File: config.mk
export PLATFORM = sky130hd
export DESIGN_NAME = amp_control_diag_bytes
export DESIGN_NICKNAME = d
export VERILOG_FILES = /design/src/rtl/amp_control_diag_bytes.v
export VERILOG_INCLUDE_DIRS = /design/src /design/src/rtl
export SDC_FILE = /design/constraint.sdc
export NUM_CORES = 1
export LEC_CHECK = 0
export BUFFER_PORTS_ARGS = -buffer_cell sky130_fd_sc_hd__buf_2
export CAP_MARGIN = 20
export CELL_PAD_IN_SITES_DETAIL_PLACEMENT = 0
export CELL_PAD_IN_SITES_GLOBAL_PLACEMENT = 1
export CORE_UTILIZATION = 46
export DETAILED_ROUTE_END_ITERATION = 16
export GPL_TIMING_DRIVEN = 0
export PLACE_DENSITY_LB_ADDON = 0.08
export SLEW_MARGIN = 20
export SYNTH_ARGS = -nofsm -noshare
export SYNTH_HDL_FRONTEND = slang
export SYNTH_SLANG_ARGS = --single-unit
File: constraint.sdc
create_clock -name core_clk -period 4.83 [get_ports core_clk]
set_input_delay 0.966 -clock core_clk [delete_from_list [all_inputs] [get_ports core_clk]]
set_output_delay 0.966 -clock core_clk [all_outputs]
set_load 0.005 [all_outputs]
File: src/rtl/amp_diag_consts.vh
// constants for the amplifier control and diagnostic byte block
`ifndef AMP_DIAG_CONSTS_VH
`define AMP_DIAG_CONSTS_VH
`define DEV_ADDR_DEFAULT 7'h6C
`define RW_BIT 0
`define WRITE_BYTES 2
`define READ_BYTES 4
`define SETUP_RESET 8'h00
`define MODE_RESET 8'h00
`define S_MUTE_THR_HIGH 7
`define S_DIAG_EN 6
`define S_OFFSET_EN 5
`define S_GAIN_FRONT 4
`define S_GAIN_REAR 3
`define S_UNMUTE_FRONT 2
`define S_UNMUTE_REAR 1
`define S_CLIP_10PCT 0
`define M_CURR_THR_LOW 7
`define M_FIXED_ZERO 6
`define M_FAST_MUTE 5
`define M_RUN 4
`define M_LINE_DRIVER 3
`define M_CURR_DIAG_EN 2
`define M_HE_RIGHT 1
`define M_HE_LEFT 0
`define F_CURR_OPEN 5
`define F_PERMANENT 4
`define F_SHORT_LOAD 3
`define F_OPEN_OFFSET 2
`define F_SHORT_VCC 1
`define F_SHORT_GND 0
`endif

File: src/rtl/amp_control_diag_bytes.v
// i2c slave holding amplifier control bytes and returning diagnostic bytes
`timescale 1ns/10ps
`default_nettype none
`include "amp_diag_consts.vh"
// Function
// - address bit 0: 0 write, 1 read
// - device returns four diagnostic bytes in order
// - setup D7 selects supply mute threshold
// - setup D6 enables load diagnostics
// - setup D5 starts offset detection
// - setup D4/D3 front/rear gain 30/16 dB
// - setup D2/D1 unmute front/rear pairs
// - setup D0 clip threshold 2%/10%
// - mode D7 selects current threshold pair
// - mode D5 selects fast muting
// - mode D4 releases standby
// - mode D3 selects line-driver diagnostics
// - mode D2 enables current diagnostic
// - mode D1/D0 right/left high efficiency
// - diag1 D7 first thermal warning
// - diag1 D6 diagnostic cycle terminated
// - channel D4 permanent, D3/D1/D0 shorts
// - channel D2 open load or offset
// - channel D5 current open load
// - diag2 D7 offset active, D6 automute
// - diag3 D7/D6 mirror standby, diag enable
// - diag4 D7/D6 warnings two, three
module amp_control_diag_bytes #(
  parameter [6:0] DEV_ADDR = `DEV_ADDR_DEFAULT
) (
  input wire core_clk, // system clock
  input wire reset_n, // synchronous reset, active low
  input wire scl_in, // serial clock pin
  input wire sda_in, // serial data pin level
  output reg sda_out, // data drive value, always low
  output reg sda_oe, // high while pulling data low
  input wire [23:0] chan_faults, // 6 fault flags per channel, ch4 in top
  input wire [2:0] thermal_warn, // warnings 1..3
  input wire diag_cycle_done, // diagnostic cycle terminated
  input wire offset_active, // offset detection running
  input wire offset_automute, // offset found, amplifier muted
  output reg mute_thr_high, // supply mute threshold high
  output reg diag_enable, // load diagnostics on
  output reg offset_enable, // offset detection on
  output reg gain_front_16db, // front pair gain 16 dB
  output reg gain_rear_16db, // rear pair gain 16 dB
  output reg unmute_front, // front pair playing
  output reg unmute_rear, // rear pair playing
  output reg clip_10pct, // clip threshold 10 %
  output reg curr_thr_low, // low current threshold pair
  output reg fast_mute, // fast muting time
  output reg amp_run, // standby released
  output reg line_driver_diag, // line-driver diagnostics
  output reg curr_diag_enable, // current diagnostic on
  output reg he_right, // right side high efficiency
  output reg he_left // left side high efficiency
);
  localparam STATE_IDLE = 3'd0;
  localparam STATE_ADDR = 3'd1;
  localparam STATE_WDATA = 3'd2;
  localparam STATE_RDATA = 3'd3;
  localparam STATE_RACK = 3'd4;
  localparam STATE_SKIP = 3'd5;

  reg [1:0] scl_sync_reg;
  reg [1:0] sda_sync_reg;
  reg scl_prev_reg;
  reg sda_prev_reg;
  reg [2:0] state_reg;
  reg [3:0] bit_cnt_reg;
  reg [7:0] shift_reg;
  reg [2:0] byte_cnt_reg;
  reg ack_pend_reg;
  reg [7:0] setup_reg;
  reg [7:0] mode_reg;
  reg [7:0] tx_reg;
  reg [7:0] diag_byte;

  wire scl_s = scl_sync_reg[1];
  wire sda_s = sda_sync_reg[1];
  wire scl_rise = scl_s & ~scl_prev_reg;
  wire scl_fall = ~scl_s & scl_prev_reg;
  wire start_cond = scl_s & scl_prev_reg & sda_prev_reg & ~sda_s;
  wire stop_cond = scl_s & scl_prev_reg & ~sda_prev_reg & sda_s;
  wire [7:0] byte_in = {shift_reg[6:0], sda_s};

  // per-channel low six bits in common layout
  function [5:0] chan_bits;
    input [23:0] f;
    input [1:0] ch;
    begin
      chan_bits = f[ch*6 +: 6];
    end
  endfunction

  always @* begin
    case (byte_cnt_reg)
      3'd0: diag_byte = {thermal_warn[0], diag_cycle_done, chan_bits(chan_faults, 2'd0)};
      3'd1: diag_byte = {offset_active, offset_automute, chan_bits(chan_faults, 2'd1)};
      3'd2: diag_byte = {mode_reg[`M_RUN], setup_reg[`S_DIAG_EN], chan_bits(chan_faults, 2'd2)};
      default: diag_byte = {thermal_warn[1], thermal_warn[2], chan_bits(chan_faults, 2'd3)};
    endcase
  end

  always @(posedge core_clk) begin
    if (!reset_n) begin
      scl_sync_reg <= 2'b11;
      sda_sync_reg <= 2'b11;
      scl_prev_reg <= 1'b1;
      sda_prev_reg <= 1'b1;
    end else begin
      scl_sync_reg <= {scl_sync_reg[0], scl_in};
      sda_sync_reg <= {sda_sync_reg[0], sda_in};
      scl_prev_reg <= scl_s;
      sda_prev_reg <= sda_s;
    end
  end

  always @(posedge core_clk) begin
    if (!reset_n) begin
      state_reg <= STATE_IDLE;
      bit_cnt_reg <= 4'd0;
      shift_reg <= 8'h00;
      byte_cnt_reg <= 3'd0;
      ack_pend_reg <= 1'b0;
      setup_reg <= `SETUP_RESET;
      mode_reg <= `MODE_RESET;
      tx_reg <= 8'h00;
      sda_out <= 1'b0;
      sda_oe <= 1'b0;
    end else if (stop_cond) begin
      state_reg <= STATE_IDLE;
      sda_oe <= 1'b0;
    end else if (start_cond) begin
      state_reg <= STATE_ADDR;
      bit_cnt_reg <= 4'd0;
      byte_cnt_reg <= 3'd0;
      ack_pend_reg <= 1'b0;
      sda_oe <= 1'b0;
    end else if (scl_rise) begin
      if (state_reg == STATE_RACK) begin
        // host ack low continues, nack ends the read
        if (sda_s)
          state_reg <= STATE_SKIP;
        else
          state_reg <= STATE_RDATA;
      end else if (!ack_pend_reg && (state_reg == STATE_ADDR || state_reg == STATE_WDATA)) begin
        shift_reg <= byte_in;
        bit_cnt_reg <= bit_cnt_reg + 4'd1;
      end
    end else if (scl_fall) begin
      sda_out <= 1'b0;
      if (ack_pend_reg) begin
        // ack slot finished
        ack_pend_reg <= 1'b0;
        sda_oe <= 1'b0;
        bit_cnt_reg <= 4'd0;
        if (state_reg == STATE_RDATA) begin
          tx_reg <= {diag_byte[6:0], 1'b0};
          sda_oe <= ~diag_byte[7];
          bit_cnt_reg <= 4'd1;
        end
      end else if (state_reg == STATE_RDATA) begin
        if (bit_cnt_reg == 4'd0) begin
          // host acked: load the next byte of the sequence
          tx_reg <= {diag_byte[6:0], 1'b0};
          sda_oe <= ~diag_byte[7];
          bit_cnt_reg <= 4'd1;
        end else if (bit_cnt_reg == 4'd8) begin
          sda_oe <= 1'b0;
          state_reg <= STATE_RACK;
          bit_cnt_reg <= 4'd0;
          byte_cnt_reg <= (byte_cnt_reg == 3'd3) ? 3'd0 : byte_cnt_reg + 3'd1;
        end else begin
          sda_oe <= ~tx_reg[7];
          tx_reg <= {tx_reg[6:0], 1'b0};
          bit_cnt_reg <= bit_cnt_reg + 4'd1;
        end
      end else if (state_reg == STATE_RACK) begin
        sda_oe <= 1'b0;
      end else if (bit_cnt_reg == 4'd8) begin
        if (state_reg == STATE_ADDR) begin
          if (shift_reg[7:1] == DEV_ADDR) begin
            ack_pend_reg <= 1'b1;
            sda_oe <= 1'b1;
            state_reg <= shift_reg[`RW_BIT] ? STATE_RDATA : STATE_WDATA;
          end else begin
            state_reg <= STATE_SKIP;
          end
        end else if (state_reg == STATE_WDATA) begin
          if (byte_cnt_reg == 3'd0) begin
            setup_reg <= shift_reg;
            ack_pend_reg <= 1'b1;
            sda_oe <= 1'b1;
          end else if (byte_cnt_reg == 3'd1) begin
            mode_reg <= shift_reg & ~(8'h01 << `M_FIXED_ZERO);
            ack_pend_reg <= 1'b1;
            sda_oe <= 1'b1;
          end else begin
            state_reg <= STATE_SKIP;
          end
          if (byte_cnt_reg != 3'd7)
            byte_cnt_reg <= byte_cnt_reg + 3'd1;
        end
      end
    end
  end

  always @(posedge core_clk) begin
    if (!reset_n) begin
      mute_thr_high <= 1'b0;
      diag_enable <= 1'b0;
      offset_enable <= 1'b0;
      gain_front_16db <= 1'b0;
      gain_rear_16db <= 1'b0;
      unmute_front <= 1'b0;
      unmute_rear <= 1'b0;
      clip_10pct <= 1'b0;
      curr_thr_low <= 1'b0;
      fast_mute <= 1'b0;
      amp_run <= 1'b0;
      line_driver_diag <= 1'b0;
      curr_diag_enable <= 1'b0;
      he_right <= 1'b0;
      he_left <= 1'b0;
    end else begin
      mute_thr_high <= setup_reg[`S_MUTE_THR_HIGH];
      diag_enable <= setup_reg[`S_DIAG_EN];
      offset_enable <= setup_reg[`S_OFFSET_EN];
      gain_front_16db <= setup_reg[`S_GAIN_FRONT];
      gain_rear_16db <= setup_reg[`S_GAIN_REAR];
      unmute_front <= setup_reg[`S_UNMUTE_FRONT];
      unmute_rear <= setup_reg[`S_UNMUTE_REAR];
      clip_10pct <= setup_reg[`S_CLIP_10PCT];
      curr_thr_low <= mode_reg[`M_CURR_THR_LOW];
      fast_mute <= mode_reg[`M_FAST_MUTE];
      amp_run <= mode_reg[`M_RUN];
      line_driver_diag <= mode_reg[`M_LINE_DRIVER];
      curr_diag_enable <= mode_reg[`M_CURR_DIAG_EN];
      he_right <= mode_reg[`M_HE_RIGHT];
      he_left <= mode_reg[`M_HE_LEFT];
    end
  end
endmodule // amp_control_diag_bytes
`default_nettype wire

==> results of run 1 <==
## power breakdown
group          switching [uW]  internal, uW  leakage (uW)  total, uW
logic                    39.0          28.2       0.00101       67.2
clock network             212           199     0.0000853        411
registers                2.10           522      0.000509        524
total                     253           749       0.00160       1000
## final timing paths
check / start / to / slack, ns
max: byte_cnt_reg[0]$_SDFFE_PN0P_ / tx_reg[7]$_SDFFE_PN0P_ / 2.71
min: scl_sync_reg[0]$_SDFF_PN1_ / scl_sync_reg[1]$_SDFF_PN1_ / 0.40
max reg2reg: byte_cnt_reg[0]$_SDFFE_PN0P_ / tx_reg[7]$_SDFFE_PN0P_ / 2.71
min reg2reg: scl_sync_reg[0]$_SDFF_PN1_ / scl_sync_reg[1]$_SDFF_PN1_ / 0.40
## critical path, stage by stage, from the launching register on
cell and delay, ns:
dfxtp_1 0.39, inv_1 0.10, ha_1 0.20, clkbuf_1 0.20
nor3_1 0.54, o21ai_0 0.16, o211ai_1 0.15, o21ai_0 0.15
o22ai_1 0.17
## cells by family after synthesis
group / count (synthesis)
and+or+nand+nor: 125
AOI/OAI and AO/OA: 78
DFF: 63
buffers and inverters: 34
muxes: 26
adders and majority gates: 10
other: 1
xor gates and xnor gates: 1
## routing by layer
| metal | GRT usage | wire (um) |
|---|---|---|
| met1 | 0.295 | 3820 |
| met2 | 0.323 | 3190 |
| met3 | 0.0506 | 393 |
| met4 | 0.0758 | 102 |
| met5 | 0 | 0 |
## through the flow
step           area [um2]  setup WS, ns
2_1_floorplan        3200          3.02
3_3_place_gp         3540          2.50
3_5_place_dp         3540          2.47
4_1_cts              3720          2.70
5_1_grt              3720          2.46
6_report             3720          2.71
## layout by cell type (no fill, tap or decap), types with 3 or more instances in the layout
| master | synthesis | routed |
|---|---|---|
| clkbuf_8 | 0 | 10 |
| and2_1 | 15 | 15 |
| buf_6 | 5 | 5 |
| a21oi_1 | 8 | 8 |
| nor2_1 | 33 | 33 |
| nand4_1 | 7 | 7 |
| nand3b_1 | 4 | 4 |
| nor3_1 | 5 | 5 |
| dfxtp_1 | 63 | 63 |
| clkbuf_1 | 11 | 12 |
| buf_2 | 5 | 54 |
| o21ai_0 | 19 | 19 |
| nand4bb_1 | 4 | 4 |
| nor2b_1 | 3 | 3 |
| o211ai_1 | 9 | 9 |
| a21o_1 | 3 | 3 |
| a222oi_1 | 8 | 8 |
| o22ai_1 | 7 | 7 |
| nand3_1 | 5 | 5 |
| nand2_1 | 16 | 16 |
| inv_1 | 11 | 11 |
| ha_1 | 10 | 10 |
| mux2i_1 | 26 | 26 |
| nand2b_1 | 14 | 14 |
## layout make-up
cell class / instances / share of cell area
buffer: 23 / 0.0370
clock buffer: 11 / 0.0380
clock inverter: 5 / 0.00909
inverter: 11 / 0.0111
multi-input combinational: 241 / 0.473
sequential: 63 / 0.339
tap: 80 / 0.0269
timing repair buffer: 49 / 0.0660
==> flow_summary.ini, run 1 <==
[floorplanning]
ios = 51
dieArea_um2 = 7290
row_count = 30
fp.dieH_um = 85.4
core_um2 = 6760
die_x_um = 85.4
start_util = 0.473

[yosys]
yosysUniqueCellTypes = 59
synth_edf_count = 0
synth_compound_area_frac = 0.186
synth-seq-area-share = 0.395
synth.most_common_cell = dfxtp_1
synth_nets = 382
async_reset_ff_frac = 0
ys.flop_type = dfxtp_1
post_synth.cell_area_avg_um2 = 9.46
synth-xor-area-share = 0.00274
synth_fa_ha_area_frac = 0.0391
ys_top_cells_by_area = dfxtp_1, mux2i_1, ha_1, nor2_1, o21ai_0
yosys.area.top_type = dfxtp_1
yosys.area_share.simple = 0.240
synthMuxAreaShare = 0.0814
synth_top_family_by_area = simple AND/OR/NAND/NOR gates
ys.warnings.count = 0
yosysTopAreaCellShare = 0.395
ys_ff_latch = 63
synth_commonest_cells = dfxtp_1, nor2_1, mux2i_1
syn_area_um2 = 3200
netlist_instances = 338

[clocking]
clkSinkCount = 63
cts-root-buf = clkbuf_8
htreeDepth = 3
ctsHoldBuffers = 0
cts_resized = 0
cts_buffers = 9
cts_setup_buffers = 0
clkLatencyLatePin_ns = 0.34
cts_tree = done
clk_pin_slew_ns = 0.08
clockBufferDepth = 2

[final_layout]
seqCellArea_um2 = 1260
layout.cells.non_filler = 483
drive_above_1_share = 0.226
fill_cells = 641
multi_input_area_um2 = 1760
n_antenna_cell = 0
utilization = 0.550
area_growth_pct = 16.3
fin_nets = 442

[sta]
finalHoldViolations = 0
fmax_mhz = 472
finClkSkew_ns = 0.0131
setup_viol = 0
setup_tns_ns = 0
finalCriticalPeriod_ns = 2.12
tightest_slew_ns = 0.634
fin_hold_ws_ns = 0.405
period_share = 0.439
slew_headroom = 0.574
maxSlewViolCount = 0
rsz0062_at_grt = false

[power]
ir_drop_v = 0.000147
p_per_area_nw_per_um2 = 270
p_leak_uw = 0.00160
total_power_uw = 1000

[drt]
routedWlPerCell_um = 15.5
viasPerCell = 5.55
first_iter_violations = 161
antenna_left = 0
route.detailed.drc = 0
first_pass_iters = 4
drt_wl_total_mm = 7.50
via_count = 2679

[worst_setup_path]
startpoint_type = flip-flop
crit_fanout = 9
cp_data_arrival_time_ns = 2.39
end_kind = flip-flop
setup.worst_path.class = flip-flop to flip-flop
worstPathRequired_ns = 5.10
reg2reg_depth = 8

[grt]
track_usage = 0.213
antenna_found_initial = 0
overflow = 0
grt_pass1_vias = 2411
grt_max_degree = 12
grt_pass1_wl_mm = 11.9

[outcome]
status = complete, no violations

[hold_path]
hold_depth = 1
hold_path_class = flip-flop to flip-flop

[place]
dp.cells = 467
place.gp.congestion = 0.840
dp_hpwl_mm = 5.39
io_buffers = 49

[run]
cap_viol_max_count = 0
Note: power is estimated with default switching activity, not from simulation.
==> run 2, diff against run 1 <==
--- a/config.mk
+++ b/config.mk
@@ -10,7 +10,7 @@
 export CAP_MARGIN = 20
 export CELL_PAD_IN_SITES_DETAIL_PLACEMENT = 0
 export CELL_PAD_IN_SITES_GLOBAL_PLACEMENT = 1
-export CORE_UTILIZATION = 46
+export CORE_UTILIZATION = 43
 export DETAILED_ROUTE_END_ITERATION = 16
 export GPL_TIMING_DRIVEN = 0
 export PLACE_DENSITY_LB_ADDON = 0.08
==> constraint.sdc (replaced) <==
create_clock -name core_clk -period 2.05 [get_ports core_clk]
set_input_delay 0.41 -clock core_clk [delete_from_list [all_inputs] [get_ports core_clk]]
set_output_delay 0.41 -clock core_clk [all_outputs]
set_load 0.005 [all_outputs]
==> run 2 against run 1 <==
Compared with the run above: die area grew 6.8%; utilization fell by 1.5 points; critical path type unchanged; clock skew down 0.0028 ns.
==> flow_summary.ini, run 2 (synthesis results as in run 1) <==
[power]
pwr-share-comb = 0.068
p_int_uw = 1860
switching_share = 0.243
power_frac_clock = 0.429
seqPwrFrac = 0.503
ir_drop_v = 0.000276
p_per_area_nw_per_um2 = 636
power_switching_uw = 597
p_leak_uw = 0.00164

[final_layout]
layout_commonest_cell = dfxtp_1
area_growth_pct = 20.7
layout.cells.non_filler = 504
fin_nets = 444
n_antenna_cell = 0
drive_above_1_share = 0.257
final_cell_mix = dfxtp_1, buf_2, nor2_1, mux2i_1, o21ai_0
fill_cells = 717
utilization = 0.535

[sta]
setup_viol = 0
finClkSkew_ns = 0.0103
finalCriticalPeriod_ns = 1.91
slew_headroom = 0.591
maxSlewViolCount = 0
rsz0062_at_grt = false
fmax_mhz = 523
finalHoldViolations = 0
period_share = 0.933
tightest_slew_ns = 0.613

[floorplanning]
ios = 51
row_count = 31
die_x_um = 88.2
start_util = 0.443
dieArea_um2 = 7780
core_um2 = 7210
fp.dieH_um = 88.2

[drt]
routedWlPerCell_um = 15.8
first_iter_violations = 159
first_pass_iters = 4
route.detailed.drc = 0
dr_wl_met2_mm = 3.59
antenna_left = 0
viasPerCell = 5.38
via_count = 2712
highest_layer = met4
wl_met1_mm = 3.90
drt_wl_total_mm = 7.96
wl_met3_um = 339

[clocking]
clockBufferDepth = 2
clkSinkCount = 63
cts_tree = done
clkLatencyLatePin_ns = 0.35
htreeDepth = 3
clk_pin_slew_ns = 0.07
cts-root-buf = clkbuf_8
cts_buffers = 9

[worst_setup_path]
crit_fanout = 7
setup.worst_path.class = flip-flop to flip-flop
worstPathRequired_ns = 2.29
startpoint_type = flip-flop
end_kind = flip-flop
cp_data_arrival_time_ns = 2.16

[grt]
antenna_found_initial = 0
overflow = 0
grt_max_degree = 12
grt_pass1_wl_mm = 12.9
track_usage = 0.222
grt_pass1_vias = 2488

[outcome]
status = complete, no violations

[hold_path]
hold_path_class = input port to flip-flop

[run]
cap_viol_max_count = 0

[place]
dp.cells = 486
dp_hpwl_mm = 5.66
io_buffers = 49
place.gp.congestion = 0.785
[run 2: cell count changes in the layout (fill, tap and decap cells not counted), sizes merged]
cell	change
buf	+3
clkbuf	-2
bufinv	+1
clkinv	+1
clkinvlp	-1
[run 2: area by class of cell]
cell class                 instances  area (um2)  share of cell area
timing repair buffer              52         268              0.0694
clock buffer                      10         128              0.0331
multi-input combinational        241        1830               0.475
inverter                          11        41.3              0.0107
buffer                            22         140              0.0363
sequential                        63        1260               0.327
tap                               99         124              0.0321
clock inverter                     6        61.3              0.0159
[run 2: critical path: stages, from the launching register on]
cell	delay, ns
dfxtp_1	0.37
inv_1	0.06
ha_1	0.26
nand3b_2	0.26
a31o_4	0.28
a211oi_4	0.28
o41ai_1	0.11
a21o_1	0.20
[run 2: metrics by stage]
step	TNS, ns	cell area (um2)	hold slack [ns]	total power [uW]	setup WS [ns]
after floorplan	0	3200	0.386	1360	0.289
after global placement	-0.529	3570	0.401	1420	-0.0629
after detailed placement	-0.806	3570	0.403	1420	-0.102
after CTS	0	3790	0.230	2480	0.0554
after global routing	0	3860	0.233	2550	0.000929
final	0	3860	0.236	2450	0.138
[run 2: per-layer routing]
| metal | up-vias | track usage |
|---|---|---|
| li1 | 1357 | - |
| met5 | - | 0 |
| met4 | 0 | 0.0836 |
| met3 | 11 | 0.0401 |
| met2 | 66 | 0.360 |
| met1 | 1278 | 0.294 |
[run 2: power groups by stage]
stage / combinational, uW / sequential, uW / clock (uW)
final: 167 / 1230 / 1050
after global routing: 183 / 1230 / 1130
after CTS: 161 / 1230 / 1080
after detailed placement: 159 / 1260 / 0
after global placement: 158 / 1260 / 0
after floorplan: 94.4 / 1260 / 0
[run 2: timing repair]
action | CTS | global route
pin swaps | 1 | 7
endpoints found under the setup margin | 19 | 33
buffers inserted | 1 | 2
hold buffers | 0 | 0
gates resized for setup | 6 | 16
[run 2: worst paths after layout]
path	start	to	slack (ns)	cells past startpoint
worst max-delay path	scl_prev_reg$_SDFF_PN1_	bit_cnt_reg[2]$_SDFFE_PN0P_	0.14	7
worst min-delay path	sda_in	sda_sync_reg[0]$_SDFF_PN1_	0.24	2
worst max register to register	scl_prev_reg$_SDFF_PN1_	bit_cnt_reg[2]$_SDFFE_PN0P_	0.14	7
worst min register to register	sda_sync_reg[0]$_SDFF_PN1_	sda_sync_reg[1]$_SDFF_PN1_	0.42	1
==> run 3, diff against run 2 <==
--- a/config.mk
+++ b/config.mk
@@ -6,11 +6,12 @@
 export SDC_FILE = /design/constraint.sdc
 export NUM_CORES = 1
 export LEC_CHECK = 0
+export ABC_AREA = 1
 export BUFFER_PORTS_ARGS = -buffer_cell sky130_fd_sc_hd__buf_2
 export CAP_MARGIN = 20
 export CELL_PAD_IN_SITES_DETAIL_PLACEMENT = 0
 export CELL_PAD_IN_SITES_GLOBAL_PLACEMENT = 1
-export CORE_UTILIZATION = 43
+export CORE_UTILIZATION = 40
 export DETAILED_ROUTE_END_ITERATION = 16
 export GPL_TIMING_DRIVEN = 0
 export PLACE_DENSITY_LB_ADDON = 0.08
==> run 3 against run 2 <==
Compared with the run above: largest cell class unchanged; final cell count rose by 26%; largest power group unchanged; maximum frequency rose by 5.1%; critical path depth rose by 1; non-clock buffer count fell by 14; sequential power barely moved.
==> flow_summary.ini, run 3 <==
[clocking]
clkLatencyLatePin_ns = 0.34
clockBufferDepth = 2
clkSinkCount = 63
clk_pin_slew_ns = 0.08
cts_tree = done
cts_buffers = 9
ctsHoldBuffers = 0
cts-root-buf = clkbuf_8
htreeDepth = 3

[final_layout]
final_cell_mix = nand2_1, nor2_1, dfxtp_1, inv_1, buf_2
fin_nets = 573
drive_above_1_share = 0.202
n_antenna_cell = 0
fill_cells = 827
layout_commonest_cell = nand2_1
post-route-cell-area_um2 = 3750
layout.cells.non_filler = 636
area_growth_pct = 18.2

[sta]
finalHoldViolations = 0
fmax_mhz = 550
setup_viol = 0
maxSlewViolCount = 0
tightest_slew_ns = 0.560
rsz0062_at_grt = false
period_share = 0.887
finalCriticalPeriod_ns = 1.82
finClkSkew_ns = 0.00934
slew_headroom = 0.627
setup_tns_ns = 0

[yosys]
synth-seq-area-share = 0.397
yosysTopAreaCellShare = 0.397
async_reset_ff_frac = 0
post_synth.cell_area_avg_um2 = 6.77
synth_edf_count = 0
netlist_instances = 469
ys_ff_latch = 63
synth_commonest_cells = nand2_1, nor2_1, dfxtp_1
syn_area_um2 = 3170
synth_nets = 513
synth.most_common_cell = nand2_1
ys_top_cells_by_area = dfxtp_1, nand2_1, nor2_1, inv_1, a21oi_1
yosys.area.top_type = dfxtp_1
ys.warnings.count = 0
yosysUniqueCellTypes = 30
ys.flop_type = dfxtp_1

[place]
dp_hpwl_mm = 5.89
post_dp_cell_area_um2 = 3550
dp.cells = 620
place.gp.congestion = 0.905
io_buffers = 49

[grt]
grt_pass1_vias = 2759
antenna_found_initial = 0
grt_util_met3 = 0.0360
grt_pass1_wl_mm = 12.9
grt_busiest_layer = met2
overflow = 0
track_usage = 0.197
groute.layer.met2.usage = 0.329
grt_max_degree = 13
grt.met1_usage = 0.257

[floorplanning]
dieArea_um2 = 8290
row_count = 32
ios = 51
core_um2 = 7690
fp.dieH_um = 91.1
die_x_um = 91.1
start_util = 0.413

[drt]
route.detailed.drc = 0
via_count = 2967
antenna_left = 0
routedWlPerCell_um = 12.1
first_iter_violations = 100
viasPerCell = 4.67
first_pass_iters = 4
drt_wl_total_mm = 7.68

[power]
switching_share = 0.266
seqPwrFrac = 0.484
p_int_uw = 1890
ir_drop_v = 0.000271
p_per_area_nw_per_um2 = 686
power_frac_clock = 0.423
power_switching_uw = 685
pwr-share-comb = 0.092
p_leak_uw = 0.00185

[hold_path]
hold_path_class = input port to flip-flop

[worst_setup_path]
end_kind = flip-flop
setup.worst_path.class = flip-flop to flip-flop
crit_fanout = 8
crit_path_max_incr_delay_ns = 0.41
crit_chain = ha_1 -> inv_1 -> nor2_4 -> nand3_1 -> nor3_1 -> nand2_2 -> o21ai_0 -> nor2_1
path_buf_inv = 1
cp_data_arrival_time_ns = 2.04
crit_path_top_delay_cell = dfxtp_1
path_delay_family = simple AND/OR/NAND/NOR gates
worstPathRequired_ns = 2.27
startpoint_type = flip-flop

[outcome]
status = complete, no violations

[run]
cap_viol_max_count = 0
==> run 3: logic make-up after synthesis <==
family,after synthesis,share of synthesized area
AND/OR/NAND/NOR,245,0.345
flip-flops,63,0.397
buffers and inverters,76,0.0954
adder cells (fa/ha/maj),10,0.0394
AO/OA/AOI/OAI,73,0.119
other,1,0.00118
XOR/XNOR,1,0.00276
==> run 3: timing repair <==
| action | in CTS | in global routing |
|---|---|---|
| buffers inserted | 0 | 0 |
| setup endpoints to repair | 0 | 14 |
| gates resized for setup | 0 | 4 |
==> run 3: layer usage <==
metal  vias up  wire, um  part of all wire
li1       1585         -                 -
met1      1335      3780              0.49
met2        39      3590              0.47
met3         8       207             0.027
met4         0       103             0.013
met5         -         0                 0
==> run 3: final timing paths <==
check | from | end | slack (ns) | cells past startpoint
setup / recovery | byte_cnt_reg[0]$_SDFFE_PN0P_ | mode_reg[0]$_SDFFE_PN0P_ | 0.23 | 8
hold / removal | scl_in | scl_sync_reg[0]$_SDFF_PN1_ | 0.25 | 2
setup reg to reg | byte_cnt_reg[0]$_SDFFE_PN0P_ | mode_reg[0]$_SDFFE_PN0P_ | 0.23 | 8
hold reg to reg | sda_sync_reg[0]$_SDFF_PN1_ | sda_sync_reg[1]$_SDFF_PN1_ | 0.42 | 1
==> run 3: cell type report <==
| type | count | area (um2) | area share |
|---|---|---|---|
| flip-flops and latches | 63 | 1260 | 0.336 |
| inverters | 65 | 248 | 0.0661 |
| clock inverters | 7 | 72.6 | 0.0194 |
| clock buffers | 9 | 124 | 0.0330 |
| plain buffers | 11 | 55.1 | 0.0147 |
| multi-input cells | 330 | 1620 | 0.431 |
| repair buffers | 49 | 245 | 0.0654 |
| well taps | 102 | 128 | 0.0340 |
==> run 3: power by group through the flow <==
stage / registers (uW) / logic, uW / clock network [uW]
2_1_floorplan: 1270 / 157 / 0
3_3_place_gp: 1270 / 236 / 0
3_5_place_dp: 1270 / 237 / 0
4_1_cts: 1240 / 237 / 1120
5_1_grt: 1250 / 269 / 1160
6_report: 1240 / 238 / 1090
==> run 3: through the flow <==
stage | hold slack (ns) | setup slack (ns) | util | power (uW)
final | 0.250 | 0.231 | 0.488 | 2570
after global routing | 0.244 | 0.0284 | 0.488 | 2680
after CTS | 0.240 | 0.0957 | 0.487 | 2600
after detailed placement | 0.400 | 0.109 | 0.461 | 1510
after global placement | 0.395 | 0.117 | 0.461 | 1510
after floorplan | 0.393 | 0.475 | - | 1430
